`src/core/pnpp_pkg.sv`:
```
// constants, command codes and carrier types for the parallel programming port
// assumes one 20 MHz clock; all pin inputs already synchronous to it
package pnpp_pkg;

    // ------------------------------------------------------------
    // timing
    // ------------------------------------------------------------
    localparam int CLK_PERIOD_NS = 50;
    localparam int ENABLE_HOLD_NS = 100;
    localparam int ENABLE_HOLD_CYC_I = (ENABLE_HOLD_NS + CLK_PERIOD_NS - 1) / CLK_PERIOD_NS;
    localparam logic [2:0] ENABLE_HOLD_CYC = ENABLE_HOLD_CYC_I[2:0];
    localparam logic [2:0] MIN_LOAD_TOGGLES = 3'h6;

    // ------------------------------------------------------------
    // widths and page geometry
    // ------------------------------------------------------------
    localparam int ADDR_W = 24;
    localparam int PAGE_WORD_BITS = 7;
    localparam int PAGE_WORDS = 128;
    localparam int EE_PAGE_BITS = 3;
    localparam logic [3:0] ENABLE_PATTERN = 4'h0;

    // ------------------------------------------------------------
    // action selector and byte select codes, {hi, lo}
    // ------------------------------------------------------------
    localparam logic [1:0] ACT_ADDR = 2'h0;
    localparam logic [1:0] ACT_DATA = 2'h1;
    localparam logic [1:0] ACT_CMD = 2'h2;
    localparam logic [1:0] ACT_IDLE = 2'h3;
    localparam logic [1:0] BSEL_LOW = 2'h0;
    localparam logic [1:0] BSEL_HIGH = 2'h1;
    localparam logic [1:0] BSEL_EXT = 2'h2;
    localparam logic [1:0] BSEL_RSVD = 2'h3;

    // ------------------------------------------------------------
    // command bytes
    // ------------------------------------------------------------
    localparam logic [7:0] CMD_NOP = 8'h00;
    localparam logic [7:0] CMD_CHIP_ERASE = 8'h80;
    localparam logic [7:0] CMD_WRITE_FUSE = 8'h40;
    localparam logic [7:0] CMD_WRITE_LOCK = 8'h20;
    localparam logic [7:0] CMD_WRITE_FLASH = 8'h10;
    localparam logic [7:0] CMD_WRITE_EEPROM = 8'h11;
    localparam logic [7:0] CMD_READ_SIG = 8'h08;
    localparam logic [7:0] CMD_READ_FUSE = 8'h04;
    localparam logic [7:0] CMD_READ_FLASH = 8'h02;
    localparam logic [7:0] CMD_READ_EEPROM = 8'h03;

    // ------------------------------------------------------------
    // carriers
    // ------------------------------------------------------------
    typedef enum logic [2:0] {
        OP_NONE,
        OP_ERASE_FLASH,
        OP_ERASE_EEPROM,
        OP_ERASE_LOCK,
        OP_WRITE_FLASH_PAGE,
        OP_WRITE_EEPROM_PAGE,
        OP_WRITE_FUSE,
        OP_WRITE_LOCK
    } pnpp_op_kind_t;

    typedef struct packed {
        pnpp_op_kind_t kind;
        logic [ADDR_W-1:0] addr;
        logic [7:0] data;
        logic [1:0] fuse_sel;
    } pnpp_op_t;

    typedef enum logic [1:0] {
        RD_NONE,
        RD_FLASH,
        RD_EEPROM,
        RD_SIGNATURE
    } pnpp_rd_space_t;

    typedef struct packed {
        pnpp_rd_space_t space;
        logic [ADDR_W-1:0] addr;
    } pnpp_rd_req_t;

    typedef struct packed {
        logic [7:0] fuse_low;
        logic [7:0] fuse_high;
        logic [7:0] fuse_ext;
        logic [7:0] lock;
    } pnpp_fuse_lock_t;

endpackage

```
`src/core/pnpp_page_buf.sv`:
```
// page buffer: one write port from the pin side, one registered read port
// assumes the array back end reads it only while a page write is in progress
`timescale 1ns/1ps
module pnpp_page_buf
    import pnpp_pkg::*;
(
    input wire logic i_clk, // system clock
    input wire logic i_ce, // clock enable
    input wire logic i_we, // write strobe
    input wire logic [PAGE_WORD_BITS-1:0] i_waddr, // write word index
    input wire logic [15:0] i_wdata, // write word
    input wire logic [PAGE_WORD_BITS-1:0] i_raddr, // read word index
    output logic [15:0] o_rdata // read word, one cycle after address
);

    // ------------------------------------------------------------
    // storage
    // ------------------------------------------------------------
    // no reset: contents are undefined until latched, as in the array
    logic [15:0] mem [PAGE_WORDS];

    always_ff @(posedge i_clk) begin
        if (i_ce && i_we) begin
            mem[i_waddr] <= i_wdata;
        end
    end

    always_ff @(posedge i_clk) begin
        if (i_ce) begin
            o_rdata <= mem[i_raddr];
        end
    end

endmodule // pnpp_page_buf

```
`src/core/pnpp_port.sv`:
```
// device side of the high-voltage parallel programming port
// assumes all pin inputs synchronous to i_clk and an array back end that
// carries out each requested operation and pulses i_op_done when finished
`timescale 1ns/1ps
module pnpp_port
    import pnpp_pkg::*;
(
    input wire logic i_clk, // system clock, 20 MHz
    input wire logic i_rst, // synchronous reset, active high
    input wire logic i_ce, // clock enable, freezes all state when low
    input wire logic i_prog_voltage, // reset pin at programming level
    input wire logic i_load_clock_pin, // load clock, acts on rising edge
    input wire logic i_action_select0, // action selector bit 0
    input wire logic i_action_select1, // action selector bit 1
    input wire logic i_byte_select_lo, // byte select, low bit
    input wire logic i_byte_select_hi, // byte select, high bit
    input wire logic i_page_latch_strobe, // page latch, acts on rising edge
    input wire logic i_wr_n, // write strobe, acts on falling edge
    input wire logic i_oe_n, // output enable, active low
    input wire logic [7:0] i_data, // data bus input
    output logic [7:0] o_data, // data bus output value
    output logic o_data_oe, // data bus driven while high
    output logic o_ready_busy_out, // 1 ready, 0 busy
    output logic o_prog_mode, // programming mode entered
    input wire logic i_eeprom_preserve_fuse, // preserve fuse, 0 = programmed
    input wire pnpp_fuse_lock_t i_fuse_lock, // current fuse and lock bytes
    output pnpp_op_t o_op, // operation for the array back end
    output logic o_op_valid, // operation pending, level
    input wire logic i_op_done, // back end finished, one-cycle pulse
    output pnpp_rd_req_t o_rd_req, // read space and address
    input wire logic [15:0] i_rd_word, // word read from requested space
    input wire logic [7:0] i_cal_byte, // calibration byte
    input wire logic [PAGE_WORD_BITS-1:0] i_pbuf_raddr, // page buffer read index
    output logic [15:0] o_pbuf_rdata // page buffer read word
);

    // ------------------------------------------------------------
    // pin decode and edge detection
    // ------------------------------------------------------------
    typedef enum logic [2:0] {
        ST_OFF,
        ST_GUARD,
        ST_REFUSED,
        ST_READY,
        ST_OP
    } pnpp_state_t;

    pnpp_state_t state_reg;
    logic load_clk_d_reg;
    logic page_latch_d_reg;
    logic wr_n_d_reg;
    logic prog_v_d_reg;
    logic [2:0] toggle_cnt_reg;
    logic [2:0] guard_cnt_reg;
    logic [7:0] cmd_reg;
    logic [ADDR_W-1:0] addr_reg;
    logic [7:0] data_lo_reg;
    logic [7:0] data_hi_reg;
    logic write_armed_reg;
    pnpp_op_t op_reg;
    pnpp_op_t op_next;
    logic start_op;

    logic [1:0] action;
    logic [1:0] bsel;
    logic [3:0] enable_pins;
    logic load_rise;
    logic latch_rise;
    logic wr_fall;
    logic volt_rise;
    logic ready;
    logic pbuf_we;
    logic [PAGE_WORD_BITS-1:0] pbuf_waddr;
    logic [15:0] pbuf_wdata;

    assign action = {i_action_select1, i_action_select0};
    assign bsel = {i_byte_select_hi, i_byte_select_lo};
    assign enable_pins = {i_page_latch_strobe, i_action_select1, i_action_select0,
                          i_byte_select_lo};
    assign load_rise = i_load_clock_pin && !load_clk_d_reg;
    assign latch_rise = i_page_latch_strobe && !page_latch_d_reg;
    assign wr_fall = !i_wr_n && wr_n_d_reg;
    assign volt_rise = i_prog_voltage && !prog_v_d_reg;
    assign ready = (state_reg == ST_READY);

    always_ff @(posedge i_clk) begin
        if (i_rst) begin
            load_clk_d_reg <= 1'b0;
            page_latch_d_reg <= 1'b0;
            wr_n_d_reg <= 1'b1;
            prog_v_d_reg <= 1'b0;
        end else if (i_ce) begin
            load_clk_d_reg <= i_load_clock_pin;
            page_latch_d_reg <= i_page_latch_strobe;
            wr_n_d_reg <= i_wr_n;
            prog_v_d_reg <= i_prog_voltage;
        end
    end

    // ------------------------------------------------------------
    // mode entry
    // ------------------------------------------------------------
    // load clock edges seen while the reset pin is low, saturating
    always_ff @(posedge i_clk) begin
        if (i_rst) begin
            toggle_cnt_reg <= 3'h0;
        end else if (i_ce) begin
            if (i_prog_voltage) begin
                if (state_reg == ST_OFF) begin
                    toggle_cnt_reg <= 3'h0;
                end
            end else if (load_rise && toggle_cnt_reg < MIN_LOAD_TOGGLES) begin
                toggle_cnt_reg <= toggle_cnt_reg + 3'h1;
            end
        end
    end

    always_ff @(posedge i_clk) begin
        if (i_rst) begin
            guard_cnt_reg <= 3'h0;
        end else if (i_ce) begin
            if (state_reg == ST_GUARD) begin
                guard_cnt_reg <= guard_cnt_reg + 3'h1;
            end else begin
                guard_cnt_reg <= 3'h0;
            end
        end
    end

    // ------------------------------------------------------------
    // main sequencer
    // ------------------------------------------------------------
    always_ff @(posedge i_clk) begin
        if (i_rst) begin
            state_reg <= ST_OFF;
        end else if (i_ce) begin
            if (!i_prog_voltage) begin
                // dropping the reset pin leaves the mode from any state
                state_reg <= ST_OFF;
            end else begin
                case (state_reg)
                    ST_OFF: begin
                        if (volt_rise && toggle_cnt_reg == MIN_LOAD_TOGGLES &&
                            enable_pins == ENABLE_PATTERN) begin
                            state_reg <= ST_GUARD;
                        end else if (volt_rise) begin
                            state_reg <= ST_REFUSED;
                        end
                    end
                    ST_GUARD: begin
                        if (enable_pins != ENABLE_PATTERN) begin
                            state_reg <= ST_REFUSED;
                        end else if (guard_cnt_reg == ENABLE_HOLD_CYC - 3'h1) begin
                            state_reg <= ST_READY;
                        end
                    end
                    ST_REFUSED: begin
                        state_reg <= ST_REFUSED;
                    end
                    ST_READY: begin
                        if (start_op) begin
                            state_reg <= ST_OP;
                        end
                    end
                    ST_OP: begin
                        if (i_op_done && op_next.kind == OP_NONE) begin
                            state_reg <= ST_READY;
                        end
                    end
                    default: begin
                        state_reg <= ST_OFF;
                    end
                endcase
            end
        end
    end

    // ------------------------------------------------------------
    // load clock actions
    // ------------------------------------------------------------
    // loads are ignored while busy; the programmer waits for ready anyway
    always_ff @(posedge i_clk) begin
        if (i_rst) begin
            cmd_reg <= CMD_NOP;
            write_armed_reg <= 1'b0;
        end else if (i_ce) begin
            if (state_reg == ST_OFF) begin
                cmd_reg <= CMD_NOP;
                write_armed_reg <= 1'b0;
            end else if (ready && load_rise && action == ACT_CMD) begin
                cmd_reg <= i_data;
                // nop ends a page session by dropping the write enable
                write_armed_reg <= (i_data == CMD_WRITE_FLASH) ||
                                   (i_data == CMD_WRITE_EEPROM);
            end
        end
    end

    always_ff @(posedge i_clk) begin
        if (i_rst) begin
            addr_reg <= '0;
        end else if (i_ce && ready && load_rise && action == ACT_ADDR) begin
            case (bsel)
                BSEL_LOW: addr_reg[7:0] <= i_data;
                BSEL_HIGH: addr_reg[15:8] <= i_data;
                BSEL_EXT: addr_reg[23:16] <= i_data;
                default: addr_reg <= addr_reg;
            endcase
        end
    end

    always_ff @(posedge i_clk) begin
        if (i_rst) begin
            data_lo_reg <= 8'h00;
            data_hi_reg <= 8'h00;
        end else if (i_ce && ready && load_rise && action == ACT_DATA &&
                     !i_byte_select_hi) begin
            if (i_byte_select_lo) begin
                data_hi_reg <= i_data;
            end else begin
                data_lo_reg <= i_data;
            end
        end
    end

    // ------------------------------------------------------------
    // page buffer fill
    // ------------------------------------------------------------
    always_comb begin
        pbuf_we = 1'b0;
        pbuf_waddr = addr_reg[PAGE_WORD_BITS-1:0];
        pbuf_wdata = {data_hi_reg, data_lo_reg};
        if (ready && latch_rise && bsel == BSEL_HIGH && write_armed_reg) begin
            pbuf_we = 1'b1;
            if (cmd_reg == CMD_WRITE_EEPROM) begin
                pbuf_waddr = {{(PAGE_WORD_BITS-EE_PAGE_BITS){1'b0}},
                              addr_reg[EE_PAGE_BITS-1:0]};
                pbuf_wdata = {8'h00, data_lo_reg};
            end
        end
    end

    pnpp_page_buf u_page_buf (
        .i_clk(i_clk),
        .i_ce(i_ce),
        .i_we(pbuf_we),
        .i_waddr(pbuf_waddr),
        .i_wdata(pbuf_wdata),
        .i_raddr(i_pbuf_raddr),
        .o_rdata(o_pbuf_rdata)
    );

    // ------------------------------------------------------------
    // write strobe decode
    // ------------------------------------------------------------
    always_comb begin
        start_op = 1'b0;
        op_next = op_reg;
        if (state_reg == ST_READY) begin
            op_next.kind = OP_NONE;
            op_next.addr = addr_reg;
            op_next.data = data_lo_reg;
            op_next.fuse_sel = bsel;
            if (wr_fall) begin
                case (cmd_reg)
                    CMD_CHIP_ERASE: begin
                        op_next.kind = OP_ERASE_FLASH;
                    end
                    CMD_WRITE_FLASH: begin
                        if (bsel == BSEL_LOW && write_armed_reg) begin
                            op_next.kind = OP_WRITE_FLASH_PAGE;
                            // page base: bit 7 of the low byte joins the page, bits 6:0 cleared
                            op_next.addr = {addr_reg[ADDR_W-1:PAGE_WORD_BITS],
                                            {PAGE_WORD_BITS{1'b0}}};
                        end
                    end
                    CMD_WRITE_EEPROM: begin
                        if (bsel == BSEL_LOW && write_armed_reg) begin
                            op_next.kind = OP_WRITE_EEPROM_PAGE;
                            op_next.addr = {addr_reg[ADDR_W-1:EE_PAGE_BITS],
                                            {EE_PAGE_BITS{1'b0}}};
                        end
                    end
                    CMD_WRITE_FUSE: begin
                        if (bsel != BSEL_RSVD) begin
                            op_next.kind = OP_WRITE_FUSE;
                        end
                    end
                    CMD_WRITE_LOCK: begin
                        op_next.kind = OP_WRITE_LOCK;
                    end
                    default: begin
                        op_next.kind = OP_NONE;
                    end
                endcase
            end
            start_op = (op_next.kind != OP_NONE);
        end else if (state_reg == ST_OP && i_op_done) begin
            // erase steps run strictly in turn; locks go last, fuses never
            case (op_reg.kind)
                OP_ERASE_FLASH: begin
                    if (i_eeprom_preserve_fuse) begin
                        op_next.kind = OP_ERASE_EEPROM;
                    end else begin
                        op_next.kind = OP_ERASE_LOCK;
                    end
                end
                OP_ERASE_EEPROM: begin
                    op_next.kind = OP_ERASE_LOCK;
                end
                default: begin
                    op_next.kind = OP_NONE;
                end
            endcase
        end
    end

    always_ff @(posedge i_clk) begin
        if (i_rst) begin
            op_reg <= '0;
        end else if (i_ce) begin
            if (state_reg != ST_READY && state_reg != ST_OP) begin
                op_reg.kind <= OP_NONE;
            end else begin
                op_reg <= op_next;
            end
        end
    end

    assign o_op = op_reg;
    assign o_op_valid = (state_reg == ST_OP);
    assign o_ready_busy_out = ready;
    assign o_prog_mode = ready || (state_reg == ST_OP);

    // ------------------------------------------------------------
    // read path
    // ------------------------------------------------------------
    always_ff @(posedge i_clk) begin
        if (i_rst) begin
            o_rd_req <= '0;
        end else if (i_ce) begin
            o_rd_req.addr <= addr_reg;
            case (cmd_reg)
                CMD_READ_FLASH: o_rd_req.space <= RD_FLASH;
                CMD_READ_EEPROM: o_rd_req.space <= RD_EEPROM;
                CMD_READ_SIG: o_rd_req.space <= RD_SIGNATURE;
                default: o_rd_req.space <= RD_NONE;
            endcase
        end
    end

    // one cycle behind the select pins; a 250 ns pulse covers it
    always_ff @(posedge i_clk) begin
        if (i_rst) begin
            o_data <= 8'h00;
        end else if (i_ce) begin
            case (cmd_reg)
                CMD_READ_FLASH: begin
                    o_data <= i_byte_select_lo ? i_rd_word[15:8] : i_rd_word[7:0];
                end
                CMD_READ_EEPROM: begin
                    o_data <= i_rd_word[7:0];
                end
                CMD_READ_SIG: begin
                    o_data <= i_byte_select_lo ? i_cal_byte : i_rd_word[7:0];
                end
                CMD_READ_FUSE: begin
                    case (bsel)
                        BSEL_LOW: o_data <= i_fuse_lock.fuse_low;
                        BSEL_HIGH: o_data <= i_fuse_lock.lock;
                        BSEL_EXT: o_data <= i_fuse_lock.fuse_ext;
                        default: o_data <= i_fuse_lock.fuse_high;
                    endcase
                end
                default: begin
                    o_data <= 8'h00;
                end
            endcase
        end
    end

    // combinational so the bus lets go in the same cycle oe rises
    assign o_data_oe = o_prog_mode && !i_oe_n;

endmodule // pnpp_port

```
`config.mk`:
```
export PLATFORM = sky130hd
export DESIGN_NAME = pnpp_port
export DESIGN_NICKNAME = d
export VERILOG_FILES = /design/src/core/pnpp_pkg.sv /design/src/core/pnpp_page_buf.sv /design/src/core/pnpp_port.sv
export SDC_FILE = /design/constraint.sdc
export NUM_CORES = 2
export LEC_CHECK = 0
export BUFFER_PORTS_ARGS = -buffer_cell sky130_fd_sc_hd__buf_2
export CAP_MARGIN = 5
export CORE_MARGIN = 4
export CORE_UTILIZATION = 30
export DETAILED_ROUTE_END_ITERATION = 8
export MAX_ROUTING_LAYER = met4
export PLACE_DENSITY = 0.43
export SLEW_MARGIN = 10
export SYNTH_ARGS = -nofsm -noshare
export SYNTH_HDL_FRONTEND = slang
export SYNTH_HIERARCHICAL = 1
export SYNTH_SLANG_ARGS = --single-unit
```
`constraint.sdc`:
```
create_clock -name i_clk -period 4.9 [get_ports i_clk]
set_input_delay 0.49 -clock i_clk [delete_from_list [all_inputs] [get_ports i_clk]]
set_output_delay 0.49 -clock i_clk [all_outputs]
set_load 0.01 [all_outputs]
```
==> results by group <==
Yosys
  – Mean Syn Cell Area: 22.5 sq um
  – Top cells by area, synth: edfxtp_1 73%, mux4_2 18%, dfxtp_1 3.1%
  – Seq/Total Area, Yosys: 76.4%
  – Post-synthesis mux area share: 19.1%
  – Cell taking the most area after synthesis: edfxtp_1
  – Synth Instances: 3754
  – YS warnings: 6
  – Post-Synth XOR/XNOR Area: 0.0518%
  – Compound-Gate Fraction of Synth Area: 0.784%
  – Syn nets: between 3000 and 4000
  – Post-synth cell types: 62
  – Mapped Area: 84600 sq um
  – Simple-gate share of the synthesized area: about 2.4%
  – EDFF count, synth: 2064
  – Area fraction of the dominant cell type after synthesis: 73.3%
  – Seq cells post-synth: 2197
  – Ys flop type: edfxtp_1
  – Main combinational cell family by area after synthesis: multiplexers
  – Share of flip-flops with an asynchronous set or reset: 0%
  – Adder-cell share of the synthesized area: 0.0592%

Worst setup path
  – Slowest CP cell: nand3_1
  – Worst path cell trace: nor4b_1 > nand3_1 > nor3_2 > and2b_1 > nor2b_1 > nand3_1 > nor2_2 > buf_12
  – Worst endpoint data arrival time: between 4 and 5 ns
  – Most used cell along the critical path: nand3_1
  – Crit path max-delay family: simple AND/OR/NAND/NOR gates
  – CP Buf/Inv Count: 1
  – Critical path required time: 5.45 ns
  – Crit Path Class: reg2reg
  – Crit path max fanout: 11
  – CP Capture Type: flop
  – Startpoint types: flop
  – CP max stage delay: 0.68 ns

Timing
  – Final TNS setup: 0 ns
  – Clock skew: 0.0953 ns
  – Fin crit period: 4.27 ns
  – Final Cycle Share: between 80 and 90%
  – RSZ-0062 raised after global routing: no
  – Fmax: roughly 230 MHz
  – Hold slack: roughly 0.10 ns
  – Hold Fails Final Rpt: 0
  – Slew Limit Headroom: 27.1%
  – Final Slew Violations: 0
  – Endpoints failing setup: 0
  – Worst slew pin tran: 1.09 ns

CTS
  – Total CTS buffers: 239
  – Clk Latency, worst-skew pair: 0.91 ns
  – Root Driver: clkbuf_16
  – Post-CTS sizing: 0
  – Max Buffers Root-to-Sink: 4
  – Clk pin slew, worst setup/hold paths: 0.06 ns
  – H-tree Lvls: 4
  – Post-CTS Setup Inserts: 0
  – CTS tree: built
  – Sink Count: 2197

Power
  – Psw: 7.80 mW
  – Max IR drop VDD: around 0.3 mV
  – Pleak: between 30 and 40 nW
  – Power density over the cells: 383 nW/um^2
  – Net Sw Frac: 20.4%
  – Register share of total power: 52.9%
  – Share of total power in combinational logic: about 2.2%
  – Internal Power: around 30 mW
  – Clock share of power: 44.9%

Floorplan
  – Die width: 539 um
  – Row count: a little under 200
  – Die H: 539 um
  – Initial core utilization: a little under a third
  – Die area: ~290000 sq um
  – Core area: 280000 sq um
  – IO Pins: ~180

Placement
  – Port bufs: around 180
  – Placed inst area: 92200 sq um
  – RePlAce Congestion: 0.757
  – HPWL Detailed: about 150000 um

Layout
  – Share of layout cells above drive strength 1: 36.8%
  – Number of fill cells: 25900
  – Max reg flops: a little over 2000
  – Sequential cell area: 64700 sq um
  – Post-route cell area: 99700 sq um
  – Final nets: 4331
  – Commonest non-fill, non-tap cell in the layout: edfxtp_1
  – Multi-input combinational cell area: 19300 sq um
  – Most frequent cells in the layout: 2064 x edfxtp_1, 680 x mux4_2, 242 x clkbuf_16
  – Biggest register: u_page_buf/mem
  – Area grow syn2layout: 17.9%

Route
  – Vias per std cell: ~5
  – Drt pass-1 iters: 5
  – Number of DRC markers in iteration 0: slightly above 4000
  – Residual DRC count: 0
  – Final ANT Viol Nets: 0
  – Routed len/inst: approximately 30 um
  – DR vias: 40800
  – Routed WL: about 240000 um

GRT
  – Largest net degree at the start of global routing: 112
  – First-pass GRT wire length: ~340000 um
  – Vias in the first global route: 41900
  – Total GRT Usage: 16.9%
  – Initial antenna violation count: 25
  – GR Overflow Total: 0

Outcome
  – Outcome: finished, final reports clean

Min path
  – Hold Path Class: in2reg

Job
  – Max-cap viol count: 0
## per-layer routing
metal | routed length, um | GRT usage, % | share of wire, %
met1 | 109000 | 23.8 | 45
met2 | 116000 | 26.3 | 48
met3 | 12900 | 2.34 | 5.3
met4 | 4530 | 3.29 | 1.9
met5 | 0 | - | 0
## final timing paths
kind              startpoint                endpoint  slack (ns)  cells past startpoint
setup / recovery  cmd_reg[2]  u_page_buf/mem[82][14]        0.63                      8
hold / removal     i_op_done                o_op[36]        0.10                      4
setup reg to reg  cmd_reg[2]  u_page_buf/mem[82][14]        0.63                      8
hold reg to reg     o_op[10]                o_op[10]        0.46                      2
## tightest hold or removal path, stage by stage
cell     delay, ns
buf_2         0.12
o21ai_0       0.09
a22oi_1       0.14
nor2_1        0.05
## power by group through the flow
stage	Combinational (mW)	Sequential [mW]	Clock (mW)
floorplan	0.534	20.6	0
global placement	0.882	20.6	0
detailed placement	0.878	20.6	0
CTS	0.886	20.2	17.6
global route	0.917	20.2	18.5
finish	0.852	20.2	17.2
## what timing repair did
action / CTS / global route
hold buffers: 12 / 0
hold endpoints to repair: 46 / 0
setup endpoints to repair: 0 / 0
## metrics by stage
| stage | power, mW | utilization [%] | setup WS (ns) | std cells |
|---|---|---|---|---|
| after floorplan | 21.2 | - | -0.209 | 3754 |
| final | 38.2 | 35.6 | 0.628 | 8161 |
| after detailed placement | 21.5 | 32.9 | 0.585 | 7713 |
| after global placement | 21.5 | 32.9 | 0.636 | 7713 |
| after global routing | 39.6 | 35.6 | 0.460 | 8154 |
| after CTS | 38.8 | 35.6 | 0.753 | 8146 |
## cell families (layout without fill, tap and decap cells)
logic type,Yosys count,in the layout
DFF,2197,2197
muxes,763,763
and+or+nand+nor,448,448
buffers and inverters,223,891
AOI/OAI and AO/OA,114,114
xor gates and xnor gates,5,5
adders and majority gates,4,4
other,0,15
## cells in the mapped netlist, types with 6 or more instances
master and n:
and2b_1 6, mux2i_1 58, a21oi_1 74, nand2b_1 9, mux4_2 680, nor2b_1 17
mux2_2 25, buf_2 61, buf_1 22, dfxtp_1 133, nand3b_1 7, o21ai_0 9
inv_1 15, o221ai_1 7, nor3_1 13, edfxtp_1 2064, nand2_1 103, nand3_1 46
nor2_1 208, clkbuf_1 115, buf_4 6
## cell type report
cell class	count	share of cell area (%)
antenna	15	0.0377
clock buffer	290	6.26
clock inverter	131	1.11
inverter	16	0.0602
multi-input combinational	1334	19.4
sequential	2197	64.9
tap	3724	4.67
timing repair buffer	454	3.58
Power figures use the tool's default switching activity.
